### src/cmbd_pkg.sv
/*
  shared types and constants for the move, branch and bit instruction decoder.
  assumes a single core clock and one program-memory byte stream feeding the decoder.
*/
package cmbd_pkg;

  ////////////////////////////////////////////////////////////////////////////
  // widths and field positions
  localparam int unsigned CMBD_BYTE_W = 8;
  localparam int unsigned CMBD_LEN_W = 2;
  localparam int unsigned CMBD_CYC_W = 4;
  localparam int unsigned CMBD_PAGE_W = 11;
  // program-memory-write select inside the power control byte
  localparam int unsigned CMBD_PWR_PMW_BIT = 4;

  ////////////////////////////////////////////////////////////////////////////
  // timing counts, in core clock cycles
  // external-ram moves stretch from 3 to 10 (read) or 4 to 11 (write) cycles
  localparam logic [CMBD_CYC_W-1:0] CMBD_XRAM_WAIT_MAX = 4'h7;
  localparam logic [CMBD_CYC_W-1:0] CMBD_ONE_CYCLE = 4'h1;

  ////////////////////////////////////////////////////////////////////////////
  // reset values
  localparam logic CMBD_READY_RESET = 1'b1;
  localparam logic [CMBD_BYTE_W-1:0] CMBD_BYTE_RESET = 8'h00;
  localparam logic [CMBD_CYC_W-1:0] CMBD_CYC_RESET = 4'h0;
  localparam logic [CMBD_LEN_W-1:0] CMBD_LEN_RESET = 2'h0;

  ////////////////////////////////////////////////////////////////////////////
  // instruction kinds handed to the execution side
  typedef enum logic [4:0] {
    OP_FOREIGN             = 5'b00000, // arithmetic or logic group, decoded elsewhere
    OP_NOP                 = 5'b00001,
    OP_MOVE_TO_ACC         = 5'b00010,
    OP_MOVE_TO_REG         = 5'b00011,
    OP_MOVE_TO_DIRECT      = 5'b00100,
    OP_MOVE_TO_INDIRECT    = 5'b00101,
    OP_LOAD_DATA_POINTER   = 5'b00110,
    OP_CODE_BYTE_LOAD      = 5'b00111,
    OP_XRAM_READ           = 5'b01000,
    OP_XRAM_WRITE          = 5'b01001,
    OP_PUSH                = 5'b01010,
    OP_POP                 = 5'b01011,
    OP_EXCHANGE            = 5'b01100,
    OP_LOW_NIBBLE_EXCHANGE = 5'b01101,
    OP_ABSOLUTE_CALL       = 5'b01110,
    OP_LONG_CALL           = 5'b01111,
    OP_RETURN              = 5'b10000,
    OP_INTERRUPT_RETURN    = 5'b10001,
    OP_ABSOLUTE_JUMP       = 5'b10010,
    OP_LONG_JUMP           = 5'b10011,
    OP_SHORT_RELATIVE_JUMP = 5'b10100,
    OP_JUMP_INDEXED        = 5'b10101,
    OP_ACC_BRANCH          = 5'b10110,
    OP_CARRY_BRANCH        = 5'b10111,
    OP_BIT_BRANCH          = 5'b11000,
    OP_BIT_TEST_JUMP_CLEAR = 5'b11001,
    OP_COMPARE_BRANCH      = 5'b11010,
    OP_DECREMENT_BRANCH    = 5'b11011,
    OP_CARRY_BIT_OP        = 5'b11100,
    OP_DIRECT_BIT_OP       = 5'b11101,
    OP_CARRY_LOGIC         = 5'b11110,
    OP_BIT_MOVE            = 5'b11111
  } cmbd_op_type;

  // static decode of one opcode
  typedef struct packed {
    cmbd_op_type op;
    logic [CMBD_LEN_W-1:0] length;
    logic [CMBD_CYC_W-1:0] cycles;
  } cmbd_info_type;

  // completed instruction as handed out at retirement
  typedef struct packed {
    cmbd_op_type op;
    logic [CMBD_BYTE_W-1:0] opcode;
    logic [CMBD_BYTE_W-1:0] operand1;
    logic [CMBD_BYTE_W-1:0] operand2;
    logic [CMBD_LEN_W-1:0] length;
    logic [CMBD_CYC_W-1:0] cycles;
    logic [CMBD_PAGE_W-1:0] page_addr;
    logic code_space;
  } cmbd_instr_type;

endpackage

### src/cmbd_cycle_timer.sv
/*
  per-instruction cycle counter: loads the documented count at the opcode
  and counts it down one core cycle at a time.
  assumes start only while idle; stall and hold freeze the count.
*/
`timescale 1ns/1ps
module cmbd_cycle_timer
  import cmbd_pkg::*;
(
  input wire logic clk_i, // core clock
  input wire logic reset_i, // async reset, active high
  input wire logic start_i, // opcode taken this cycle
  input wire logic [CMBD_CYC_W-1:0] count_i, // documented cycle count
  input wire logic stall_i, // operand byte missing
  input wire logic hold_i, // wait state from memory interface
  output logic active_o, // an instruction is in flight
  output logic [CMBD_CYC_W-1:0] remain_o, // cycles still to run
  output logic finish_o // last cycle of the instruction
);

  logic [CMBD_CYC_W-1:0] remain_q;
  logic [CMBD_CYC_W-1:0] remain_d;
  logic step_w;

  // count down unless frozen
  assign active_o = (remain_q != CMBD_CYC_RESET);
  assign remain_o = remain_q;
  assign step_w = active_o & ~stall_i & ~hold_i;
  assign finish_o = (start_i & (count_i == CMBD_ONE_CYCLE))
                  | (step_w & (remain_q == CMBD_ONE_CYCLE));
  assign remain_d = start_i ? (count_i - CMBD_ONE_CYCLE)
                  : (step_w ? (remain_q - CMBD_ONE_CYCLE) : remain_q);

  // counter register
  always_ff @(posedge clk_i or posedge reset_i) begin
    if (reset_i) begin
      remain_q <= CMBD_CYC_RESET;
    end else begin
      remain_q <= remain_d;
    end
  end

endmodule // cmbd_cycle_timer

### src/cmbd_operand_capture.sv
/*
  collects the operand bytes that follow an opcode.
  assumes take only while bytes are still owed; start sets the count owed.
*/
`timescale 1ns/1ps
module cmbd_operand_capture
  import cmbd_pkg::*;
(
  input wire logic clk_i, // core clock
  input wire logic reset_i, // async reset, active high
  input wire logic start_i, // opcode taken this cycle
  input wire logic [CMBD_LEN_W-1:0] length_i, // byte length of new opcode
  input wire logic take_i, // operand byte taken this cycle
  input wire logic [CMBD_BYTE_W-1:0] byte_i, // program memory byte
  output logic pending_o, // operand bytes still owed
  output logic [CMBD_LEN_W-1:0] need_next_o, // bytes owed after this edge
  output logic [CMBD_BYTE_W-1:0] operand1_o, // first operand, next value
  output logic [CMBD_BYTE_W-1:0] operand2_o // second operand, next value
);

  logic [CMBD_LEN_W-1:0] need_q;
  logic slot_q;
  logic [CMBD_BYTE_W-1:0] op1_q;
  logic [CMBD_BYTE_W-1:0] op2_q;

  // next values, visible in the cycle the byte arrives
  assign pending_o = (need_q != CMBD_LEN_RESET);
  assign need_next_o = start_i ? (length_i - 2'h1) : (take_i ? (need_q - 2'h1) : need_q);
  assign operand1_o = start_i ? CMBD_BYTE_RESET : ((take_i & ~slot_q) ? byte_i : op1_q);
  assign operand2_o = start_i ? CMBD_BYTE_RESET : ((take_i & slot_q) ? byte_i : op2_q);

  // operand registers
  always_ff @(posedge clk_i or posedge reset_i) begin
    if (reset_i) begin
      need_q <= CMBD_LEN_RESET;
      slot_q <= 1'b0;
      op1_q <= CMBD_BYTE_RESET;
      op2_q <= CMBD_BYTE_RESET;
    end else begin
      need_q <= need_next_o;
      slot_q <= start_i ? 1'b0 : (slot_q | take_i);
      op1_q <= operand1_o;
      op2_q <= operand2_o;
    end
  end

endmodule // cmbd_operand_capture

### src/cmbd_decoder.sv
/*
  decode and cycle timing for the data transfer, program branch and boolean
  instruction groups of the 8-bit core.
  assumes program memory offers one byte per cycle with valid/ready, and the
  external-ram interface reports completion on the core clock.
*/
`timescale 1ns/1ps
module cmbd_decoder
  import cmbd_pkg::*;
(
  input wire logic clk_i, // core clock, 50 MHz
  input wire logic reset_i, // async reset, active high
  input wire logic [CMBD_BYTE_W-1:0] code_byte_i, // program memory byte
  input wire logic code_valid_i, // byte on code_byte_i is valid
  output logic code_ready_o, // decoder takes a byte this cycle
  input wire logic [CMBD_BYTE_W-1:0] power_ctrl_i, // power control byte
  input wire logic xram_done_i, // external-ram access complete
  output logic xram_req_o, // external-ram move in flight
  output logic xram_code_sel_o, // move targets program memory
  output logic busy_o, // multi-cycle instruction in flight
  output logic retire_o, // instruction complete, one-cycle pulse
  output cmbd_instr_type instr_o // last retired instruction
);

  ////////////////////////////////////////////////////////////////////////////
  // declarations
  cmbd_info_type info_w;
  logic code_ready_q;
  logic accept_w;
  logic take_w;
  logic stall_w;
  logic hold_w;
  logic active_w;
  logic finish_w;
  logic pending_w;

  // handshake and sequencing
  logic busy_d;
  logic ready_d;
  logic xram_w;

  // submodule results
  logic [CMBD_CYC_W-1:0] remain_w;
  logic [CMBD_LEN_W-1:0] need_next_w;
  logic [CMBD_BYTE_W-1:0] operand1_w;
  logic [CMBD_BYTE_W-1:0] operand2_w;

  // opcode latch and outputs
  cmbd_op_type op_q;
  logic [CMBD_BYTE_W-1:0] opcode_q;
  logic [CMBD_LEN_W-1:0] length_q;
  logic [CMBD_CYC_W-1:0] cycles_q;
  logic [CMBD_CYC_W-1:0] waits_q;
  logic [CMBD_CYC_W-1:0] waits_d;
  logic xram_q;
  logic code_sel_q;
  logic busy_q;
  logic retire_q;
  cmbd_instr_type instr_q;
  cmbd_instr_type instr_d;

  // retire sources
  cmbd_op_type op_src_w;
  logic [CMBD_BYTE_W-1:0] opcode_src_w;
  logic [CMBD_LEN_W-1:0] length_src_w;
  logic [CMBD_CYC_W-1:0] cycles_src_w;
  logic code_sel_src_w;
  logic pmw_w;

  ////////////////////////////////////////////////////////////////////////////
  // static opcode table
  function automatic cmbd_info_type mk(
    input cmbd_op_type op,
    input logic [CMBD_LEN_W-1:0] len,
    input logic [CMBD_CYC_W-1:0] cyc
  );
    cmbd_info_type r;
    r.op = op;
    r.length = len;
    r.cycles = cyc;
    return r;
  endfunction

  // opcode to kind, byte length and cycle count; legacy encodings kept
  always_comb begin
    casez (code_byte_i)
      8'b1110_1???: info_w = mk(OP_MOVE_TO_ACC, 2'h1, 4'h1);
      8'he5: info_w = mk(OP_MOVE_TO_ACC, 2'h2, 4'h2);
      8'b1110_011?: info_w = mk(OP_MOVE_TO_ACC, 2'h1, 4'h2);
      8'h74: info_w = mk(OP_MOVE_TO_ACC, 2'h2, 4'h2);
      8'b1111_1???: info_w = mk(OP_MOVE_TO_REG, 2'h1, 4'h2);
      8'b1010_1???: info_w = mk(OP_MOVE_TO_REG, 2'h2, 4'h4);
      8'b0111_1???: info_w = mk(OP_MOVE_TO_REG, 2'h2, 4'h2);
      8'hf5: info_w = mk(OP_MOVE_TO_DIRECT, 2'h2, 4'h3);
      8'b1000_1???: info_w = mk(OP_MOVE_TO_DIRECT, 2'h2, 4'h3);
      8'h85: info_w = mk(OP_MOVE_TO_DIRECT, 2'h3, 4'h4);
      8'b1000_011?: info_w = mk(OP_MOVE_TO_DIRECT, 2'h2, 4'h4);
      8'h75: info_w = mk(OP_MOVE_TO_DIRECT, 2'h3, 4'h3);
      8'b1111_011?: info_w = mk(OP_MOVE_TO_INDIRECT, 2'h1, 4'h3);
      8'b1010_011?: info_w = mk(OP_MOVE_TO_INDIRECT, 2'h2, 4'h5);
      8'b0111_011?: info_w = mk(OP_MOVE_TO_INDIRECT, 2'h2, 4'h3);

      // pointer and code bytes
      8'h90: info_w = mk(OP_LOAD_DATA_POINTER, 2'h3, 4'h3);
      8'h93: info_w = mk(OP_CODE_BYTE_LOAD, 2'h1, 4'h3);
      8'h83: info_w = mk(OP_CODE_BYTE_LOAD, 2'h1, 4'h3);

      // external-ram moves
      8'b1110_001?: info_w = mk(OP_XRAM_READ, 2'h1, 4'h3);
      8'he0: info_w = mk(OP_XRAM_READ, 2'h1, 4'h3);
      8'b1111_001?: info_w = mk(OP_XRAM_WRITE, 2'h1, 4'h4);
      8'hf0: info_w = mk(OP_XRAM_WRITE, 2'h1, 4'h4);

      8'hc0: info_w = mk(OP_PUSH, 2'h2, 4'h4);
      8'hd0: info_w = mk(OP_POP, 2'h2, 4'h3);
      8'b1100_1???: info_w = mk(OP_EXCHANGE, 2'h1, 4'h2);
      8'hc5: info_w = mk(OP_EXCHANGE, 2'h2, 4'h3);
      8'b1100_011?: info_w = mk(OP_EXCHANGE, 2'h1, 4'h3);
      8'b1101_011?: info_w = mk(OP_LOW_NIBBLE_EXCHANGE, 2'h1, 4'h3);

      // calls and returns
      8'b???1_0001: info_w = mk(OP_ABSOLUTE_CALL, 2'h2, 4'h6);
      8'h12: info_w = mk(OP_LONG_CALL, 2'h3, 4'h6);
      8'h22: info_w = mk(OP_RETURN, 2'h1, 4'h4);
      8'h32: info_w = mk(OP_INTERRUPT_RETURN, 2'h1, 4'h4);

      8'b???0_0001: info_w = mk(OP_ABSOLUTE_JUMP, 2'h2, 4'h3);
      8'h02: info_w = mk(OP_LONG_JUMP, 2'h3, 4'h4);
      8'h80: info_w = mk(OP_SHORT_RELATIVE_JUMP, 2'h2, 4'h3);
      8'h73: info_w = mk(OP_JUMP_INDEXED, 2'h1, 4'h2);

      // conditional branches
      8'h60, 8'h70: info_w = mk(OP_ACC_BRANCH, 2'h2, 4'h3);
      8'h40, 8'h50: info_w = mk(OP_CARRY_BRANCH, 2'h2, 4'h3);
      8'h20, 8'h30: info_w = mk(OP_BIT_BRANCH, 2'h3, 4'h4);
      8'h10: info_w = mk(OP_BIT_TEST_JUMP_CLEAR, 2'h3, 4'h4);
      8'hb4, 8'hb5: info_w = mk(OP_COMPARE_BRANCH, 2'h3, 4'h4);
      8'b1011_011?: info_w = mk(OP_COMPARE_BRANCH, 2'h3, 4'h4);
      8'b1011_1???: info_w = mk(OP_COMPARE_BRANCH, 2'h3, 4'h4);
      8'b1101_1???: info_w = mk(OP_DECREMENT_BRANCH, 2'h2, 4'h3);
      8'hd5: info_w = mk(OP_DECREMENT_BRANCH, 2'h3, 4'h4);

      // bits
      8'hc3, 8'hd3, 8'hb3: info_w = mk(OP_CARRY_BIT_OP, 2'h1, 4'h1);
      8'hc2, 8'hd2, 8'hb2: info_w = mk(OP_DIRECT_BIT_OP, 2'h2, 4'h3);
      8'h82, 8'hb0, 8'h72, 8'ha0: info_w = mk(OP_CARRY_LOGIC, 2'h2, 4'h2);
      8'ha2: info_w = mk(OP_BIT_MOVE, 2'h2, 4'h2);
      8'h92: info_w = mk(OP_BIT_MOVE, 2'h2, 4'h3);

      8'h00: info_w = mk(OP_NOP, 2'h1, 4'h1);
      default: info_w = mk(OP_FOREIGN, 2'h1, 4'h1);
    endcase
  end

  ////////////////////////////////////////////////////////////////////////////
  // byte handshake and sequencing terms
  assign accept_w = code_ready_q & code_valid_i & ~active_w;
  assign take_w = code_ready_q & code_valid_i & pending_w;
  assign stall_w = pending_w & ~take_w;
  assign xram_w = (info_w.op == OP_XRAM_READ) | (info_w.op == OP_XRAM_WRITE);
  assign pmw_w = power_ctrl_i[CMBD_PWR_PMW_BIT];

  // stretch the last base cycle until the memory interface finishes or CMBD_XRAM_WAIT_MAX waits have run
  assign hold_w = xram_q & (remain_w == CMBD_ONE_CYCLE) & ~xram_done_i
                & (waits_q != CMBD_XRAM_WAIT_MAX);
  // cleared at retire too, so a following short opcode reports no waits
  assign waits_d = (accept_w | finish_w) ? CMBD_CYC_RESET
                 : (hold_w ? (waits_q + CMBD_ONE_CYCLE) : waits_q);

  // next-cycle busy and ready; back-to-back opcodes when finishing
  assign busy_d = (accept_w | active_w) & ~finish_w;
  assign ready_d = ~busy_d | (need_next_w != CMBD_LEN_RESET);

  ////////////////////////////////////////////////////////////////////////////
  // cycle count, one core cycle per step
  cmbd_cycle_timer u_timer (
    .clk_i(clk_i),
    .reset_i(reset_i),
    .start_i(accept_w),
    .count_i(info_w.cycles),
    .stall_i(stall_w),
    .hold_i(hold_w),
    .active_o(active_w),
    .remain_o(remain_w),
    .finish_o(finish_w)
  );

  // operand bytes after the opcode
  cmbd_operand_capture u_operands (
    .clk_i(clk_i),
    .reset_i(reset_i),
    .start_i(accept_w),
    .length_i(info_w.length),
    .take_i(take_w),
    .byte_i(code_byte_i),
    .pending_o(pending_w),
    .need_next_o(need_next_w),
    .operand1_o(operand1_w),
    .operand2_o(operand2_w)
  );

  ////////////////////////////////////////////////////////////////////////////
  // retired instruction; a one-cycle opcode retires on its own edge
  assign op_src_w = accept_w ? info_w.op : op_q;
  assign opcode_src_w = accept_w ? code_byte_i : opcode_q;
  assign length_src_w = accept_w ? info_w.length : length_q;
  assign cycles_src_w = accept_w ? info_w.cycles : cycles_q;
  assign code_sel_src_w = accept_w ? (xram_w & pmw_w) : code_sel_q;

  always_comb begin
    instr_d = instr_q;
    if (finish_w) begin
      instr_d.op = op_src_w;
      instr_d.opcode = opcode_src_w;
      instr_d.operand1 = operand1_w;
      instr_d.operand2 = operand2_w;
      instr_d.length = length_src_w;
      instr_d.cycles = cycles_src_w + waits_q;
      instr_d.page_addr = {opcode_src_w[7:5], operand1_w};
      instr_d.code_space = code_sel_src_w;
    end
  end

  ////////////////////////////////////////////////////////////////////////////
  // opcode latch, held while the instruction runs
  always_ff @(posedge clk_i or posedge reset_i) begin
    if (reset_i) begin
      op_q <= OP_NOP;
      opcode_q <= CMBD_BYTE_RESET;
      length_q <= CMBD_LEN_RESET;
      cycles_q <= CMBD_CYC_RESET;
      xram_q <= 1'b0;
      code_sel_q <= 1'b0;
    end else if (accept_w) begin
      op_q <= info_w.op;
      opcode_q <= code_byte_i;
      length_q <= info_w.length;
      cycles_q <= info_w.cycles;
      xram_q <= xram_w;
      code_sel_q <= xram_w & pmw_w;
    end
  end

  // handshake, wait states and outputs
  always_ff @(posedge clk_i or posedge reset_i) begin
    if (reset_i) begin
      code_ready_q <= CMBD_READY_RESET;
      waits_q <= CMBD_CYC_RESET;
      busy_q <= 1'b0;
      retire_q <= 1'b0;
      instr_q <= '0;
    end else begin
      code_ready_q <= ready_d;
      waits_q <= waits_d;
      busy_q <= busy_d;
      retire_q <= finish_w;
      instr_q <= instr_d;
    end
  end

  // external-ram request stands until the move completes
  logic xram_req_q;
  always_ff @(posedge clk_i or posedge reset_i) begin
    if (reset_i) begin
      xram_req_q <= 1'b0;
    end else begin
      xram_req_q <= (accept_w & xram_w) | (xram_req_q & ~finish_w);
    end
  end

  assign code_ready_o = code_ready_q;
  assign xram_req_o = xram_req_q;
  assign xram_code_sel_o = code_sel_q;
  assign busy_o = busy_q;
  assign retire_o = retire_q;
  assign instr_o = instr_q;

endmodule // cmbd_decoder

### config.mk
export PLATFORM = sky130hd
export DESIGN_NAME = cmbd_decoder
export DESIGN_NICKNAME = d
export VERILOG_FILES = /design/src/cmbd_pkg.sv /design/src/cmbd_cycle_timer.sv /design/src/cmbd_operand_capture.sv /design/src/cmbd_decoder.sv
export SDC_FILE = /design/constraint.sdc
export NUM_CORES = 1
export LEC_CHECK = 0
export ABC_AREA = 1
export BUFFER_PORTS_ARGS = -buffer_cell sky130_fd_sc_hd__buf_2
export CAP_MARGIN = 20
export CORE_ASPECT_RATIO = 1.5
export CORE_MARGIN = 1
export CORE_UTILIZATION = 50
export CTS_CLUSTER_DIAMETER = 30
export DETAILED_ROUTE_END_ITERATION = 8
export PLACE_DENSITY = 0.76
export SETUP_SLACK_MARGIN = 0.05
export SKIP_LAST_GASP = 1
export SYNTH_ARGS = -nofsm -noshare
export SYNTH_HDL_FRONTEND = slang
export SYNTH_SLANG_ARGS = --single-unit
export TNS_END_PERCENT = 30
### constraint.sdc
create_clock -name clk_i -period 4.2 [get_ports clk_i]
set_input_delay 0 -clock clk_i [delete_from_list [all_inputs] [get_ports clk_i]]
set_output_delay 0 -clock clk_i [all_outputs]
set_load 0.02 [all_outputs]
==> impl_summary.md <==
Worst setup path
The worst reg-to-reg setup slack is 1560 ps. The top fanout value on the critical path is 7. The critical register-to-register path startpoint is u_timer.remain_o[0].

The beginning of the critical path is code_byte_i[7]. The worst setup path is captured at a register. The capturing instance or port of the critical path is instr_o[15]. The data arrival time of the worst path is 3380 ps. The count of cells along the worst register-to-register path is 12.

The critical path in this run is classified as input port to register. The startpoint class of the critical path is an input port. Data on the critical path is required at its endpoint by 4410 ps.

The end of the worst register-to-register path is instr_o[14].

Synth
Counting flops with an async set or reset pin after synthesis yields a share of 100%. Synthesis instantiated 34 different standard cells from the library. The number of standard cells after synthesis is 662. The most used flip-flop cell after synthesis is sky130_fd_sc_hd__dfrtp_1.

The total nets after synthesis is 693. For this run, the register share of the synthesized area comes to 45.3%. The count of flip-flops with a built-in enable after synthesis is 0.

The register bit count reported by yosys is 88. The post-synthesis area per instance is 7.35 um^2. The area of the mapped netlist is 0.00487 mm^2.

The largest area contributor in the netlist is sky130_fd_sc_hd__dfrtp_1. Counting instances in the post-synthesis netlist gives the leading cell types as 259 x sky130_fd_sc_hd__nand2_1, 86 x sky130_fd_sc_hd__dfrtp_1, 73 x sky130_fd_sc_hd__nor2_1. In this run the biggest area consumer among cell types represents 44.2% of the synthesized area.

Yosys printed 0 warnings. The most common cell in the synthesized netlist is sky130_fd_sc_hd__nand2_1. Ranked by total cell area, the synthesized netlist is headed by sky130_fd_sc_hd__dfrtp_1 44%, sky130_fd_sc_hd__nand2_1 20%, sky130_fd_sc_hd__nor2_1 5.6%.

Final layout
The number of antenna repair diodes is 0. Once layout is complete, the cells apart from fillers number 832. In the final layout, the share of cells above drive strength 1 is 16.7%. Summing all non-filler instances in the final layout gives an area of 0.00552 mm^2.

The area growth from synthesis to layout is 13.4%. The filler cells instantiated in the layout total 870. In the final design database the tool counted 747 nets.

Placement
The placed wire-length estimate is 10400 um. The cell count after placement is 814. At the placement stage, the worst setup path has a slack of 1220 ps. The count of input and output buffers is 64. The final weighted congestion in routability-driven placement is 1.02. The placed standard-cell area is 0.00517 mm^2.

Power and ir drop
The share of power burned in registers is 38.0%. The switching portion of total power is 39.5%. Dividing total power by cell area gives a power density of 641 mW/mm^2. In this run the static leakage power is 0.00324 uW. In this run the power spent charging and discharging nets is 1400 uW. The maximum VDD drop is 444 uV.

The combinational power share is 37.9%. The internal portion of the total power is 2140 uW. The clock power share is 24.2%.

Timing
The clock period minus worst slack is 3170 ps. The final cycle utilization of the critical path is 75.4%. The upper clock frequency limit is 0.316 GHz. After routing, the total negative slack on setup checks comes to 0 ps.

Setup repair after global routing left no endpoint under its margin. Between clock sinks in the finished design, the worst skew comes to 8.09 ps. Once routing completed, OpenROAD measured the worst setup slack at 1030 ps. The actual slew at the worst max-slew pin is 928 ps. The number of setup violations in the final report is 0. The number of failing hold endpoints at the final stage came to 0. The final number of max-transition violations is 0. The worst pin sits at a relative slew slack of 38.1%.

Global route
The via count of the first global-routing pass came to 4286. The residual overflow from global routing is 0. The wire length of the first global-routing pass is 21500 um. The maximum number of pins on one net before global-route repair is 56. The number of antenna violations at the first check in global routing is 0.

Global routing consumed, over all layers together, 29.3% of the routing resources.

Clock network
The master cell of the clock root buffer is sky130_fd_sc_hd__clkbuf_16. The clock passes through at most 2 buffers. The TritonCTS clock tree is built. CTS built an H-tree with a depth of 3. Buffers added to address setup during post-CTS repair amount to 0. The TritonCTS buffer count is 9.

The CTS clock-pin slew for the worst setup and hold paths is 60 ps. The clock latency on the worst-skew pair is 340 ps. The tree built by TritonCTS fans out to 88 sinks.

Floorplanning
The die area is 0.0101 mm^2. Pin placement for this block handled 72 I/O pins. Measured along the y axis, the die boundary spans 123 um.

In this run the core area contains 43 standard-cell rows. The width of the die is 82.5 um. The area of the core region is 0.00936 mm^2. Once the floorplan was initialized, standard cells occupied 52.0% of the core.

Route
In this run, the number of DRC markers left after iteration 0 of detailed routing was 240. Dividing the detail-routed via count by the number of cells gives 5.31. The sum of routed wire length over all layers is 13600 um. The number of nets with antenna violations after routing is 0.

After detailed routing, the number of remaining DRC violations is 0. Detailed routing inserted a total of 4421 vias. The first detailed-routing pass ran for 5 iterations. After detailed routing, the average wire length per cell comes to 16.4 um.

Min path
The tightest min-delay check is of the input port to register type.

Run
The max capacitance violation total is 0.

Run status
The run finished with clean final reports.
==> final cells by class <==
cell class,instances,area [um^2],share of cell area (%)
well taps,112,140,2.54
repair buffers,72,388,7.03
flip-flops and latches,88,2200,40.0
multi-input cells,496,2280,41.3
clock buffers,9,225,4.08
clock inverters,6,93.8,1.70
inverters,49,185,3.36
==> state kept, by name, indices dropped and copies added (netlist names) <==
signal and count:
u_operands.op1_q 8, xram_q 1, opcode_q 8, instr_o 36
u_operands.need_q 2, xram_req_o 1, retire_o 1, waits_q 4
u_operands.op2_q 8, u_timer.remain_o 4, xram_code_sel_o 1, code_ready_o 1
length_q 2, op_q 5, cycles_q 4, u_operands.slot_q 1
busy_o 1
==> cells by family (layout without fill, tap and decap cells) <==
family,Yosys count,after routing,synth area share [%]
mux,1,1,0.231
flops,88,88,45.3
xor+xnor,7,7,1.26
simple gates,419,419,36.1
buf+inv,78,136,7.84
compound gates,58,58,6.30
fa+ha+maj,11,11,2.98
==> metrics by stage <==
stage / total power [uW] / hold WS [ps] / utilization [%]
2_1_floorplan: 2370 / 146 / -
3_3_place_gp: 2650 / 200 / 55.2
3_5_place_dp: 2710 / 225 / 55.2
4_1_cts: 3570 / 10.8 / 58.9
5_1_grt: 3800 / 37.6 / 58.9
6_report: 3540 / 20.3 / 58.9
==> layout by cell type (no fill, tap or decap), types with 2 or more instances in the layout <==
cell,instances
sky130_fd_sc_hd__nand2_1,259
sky130_fd_sc_hd__dfrtp_1,86
sky130_fd_sc_hd__nor2_1,73
sky130_fd_sc_hd__buf_2,64
sky130_fd_sc_hd__nand3_1,51
sky130_fd_sc_hd__inv_1,36
sky130_fd_sc_hd__o21ai_0,30
sky130_fd_sc_hd__a21oi_1,21
sky130_fd_sc_hd__inv_2,12
sky130_fd_sc_hd__ha_1,10
sky130_fd_sc_hd__nand4_1,9
sky130_fd_sc_hd__clkbuf_16,9
sky130_fd_sc_hd__nor3_1,8
sky130_fd_sc_hd__nand2_2,5
sky130_fd_sc_hd__buf_4,5
sky130_fd_sc_hd__xor2_1,4
sky130_fd_sc_hd__o21ai_2,3
sky130_fd_sc_hd__or2_2,3
sky130_fd_sc_hd__xnor2_1,3
sky130_fd_sc_hd__dlygate4sd3_1,3
sky130_fd_sc_hd__nor2_2,2
sky130_fd_sc_hd__nand3_2,2
sky130_fd_sc_hd__a31oi_1,2
sky130_fd_sc_hd__nand2_4,2
sky130_fd_sc_hd__clkinv_4,2
sky130_fd_sc_hd__bufinv_16,2
sky130_fd_sc_hd__dfstp_2,2
==> power by group through the flow <==
stage / Combinational (uW) / Clock, uW / Sequential, uW
final: 1340 / 855 / 1340
after global routing: 1530 / 889 / 1390
after CTS: 1360 / 866 / 1340
after detailed placement: 1360 / 0 / 1350
after global placement: 1310 / 0 / 1340
after floorplan: 874 / 0 / 1500
==> timing repair <==
| item | CTS | global route |
|---|---|---|
| hold buffers | 3 | 0 |
| hold endpoints to repair | 54 | 0 |
| gates resized for setup | 0 | 0 |
==> worst min path at each step <==
stage                     endpoint  slack [ps]  cells after the start            from
2_1_floorplan  u_operands.op1_q[2]         150                      2  code_byte_i[2]
3_3_place_gp           instr_o[39]         200                      2         reset_i
3_5_place_dp           instr_o[39]         220                      2         reset_i
4_1_cts        u_operands.op1_q[2]          10                      3  code_byte_i[2]
5_1_grt        u_operands.op2_q[0]          40                      3  code_byte_i[0]
6_report       u_operands.op1_q[2]          20                      3  code_byte_i[2]
==> metal layers <==
layer / up-vias / GRT usage, % / share of wire, % / wire length [um]
met1: 2036 / 31.2 / 38 / 5150
li1: 2187 / - / - / -
met3: 57 / 3.49 / 3.5 / 479
met5: - / 0 / 0 / 0
met2: 141 / 52.8 / 53 / 7210
met4: 0 / 18.9 / 5.8 / 785
==> critical path, cell delays in order <==
cell and delay, ps:
sky130_fd_sc_hd__dlygate4sd3_1 550, sky130_fd_sc_hd__buf_2 160, sky130_fd_sc_hd__nand2_1 250, sky130_fd_sc_hd__nor2_1 180
sky130_fd_sc_hd__nand3_1 190, sky130_fd_sc_hd__nand2_1 90, sky130_fd_sc_hd__nor3_1 350, sky130_fd_sc_hd__nand4_1 190
sky130_fd_sc_hd__nor2_1 240, sky130_fd_sc_hd__o21ai_0 220, sky130_fd_sc_hd__ha_1 340, sky130_fd_sc_hd__nand3_1 60
sky130_fd_sc_hd__nand2_1 110, sky130_fd_sc_hd__xor2_1 180, sky130_fd_sc_hd__xor2_1 200, sky130_fd_sc_hd__o21ai_2 80
No activity file was read; power rests on OpenSTA's default activity.
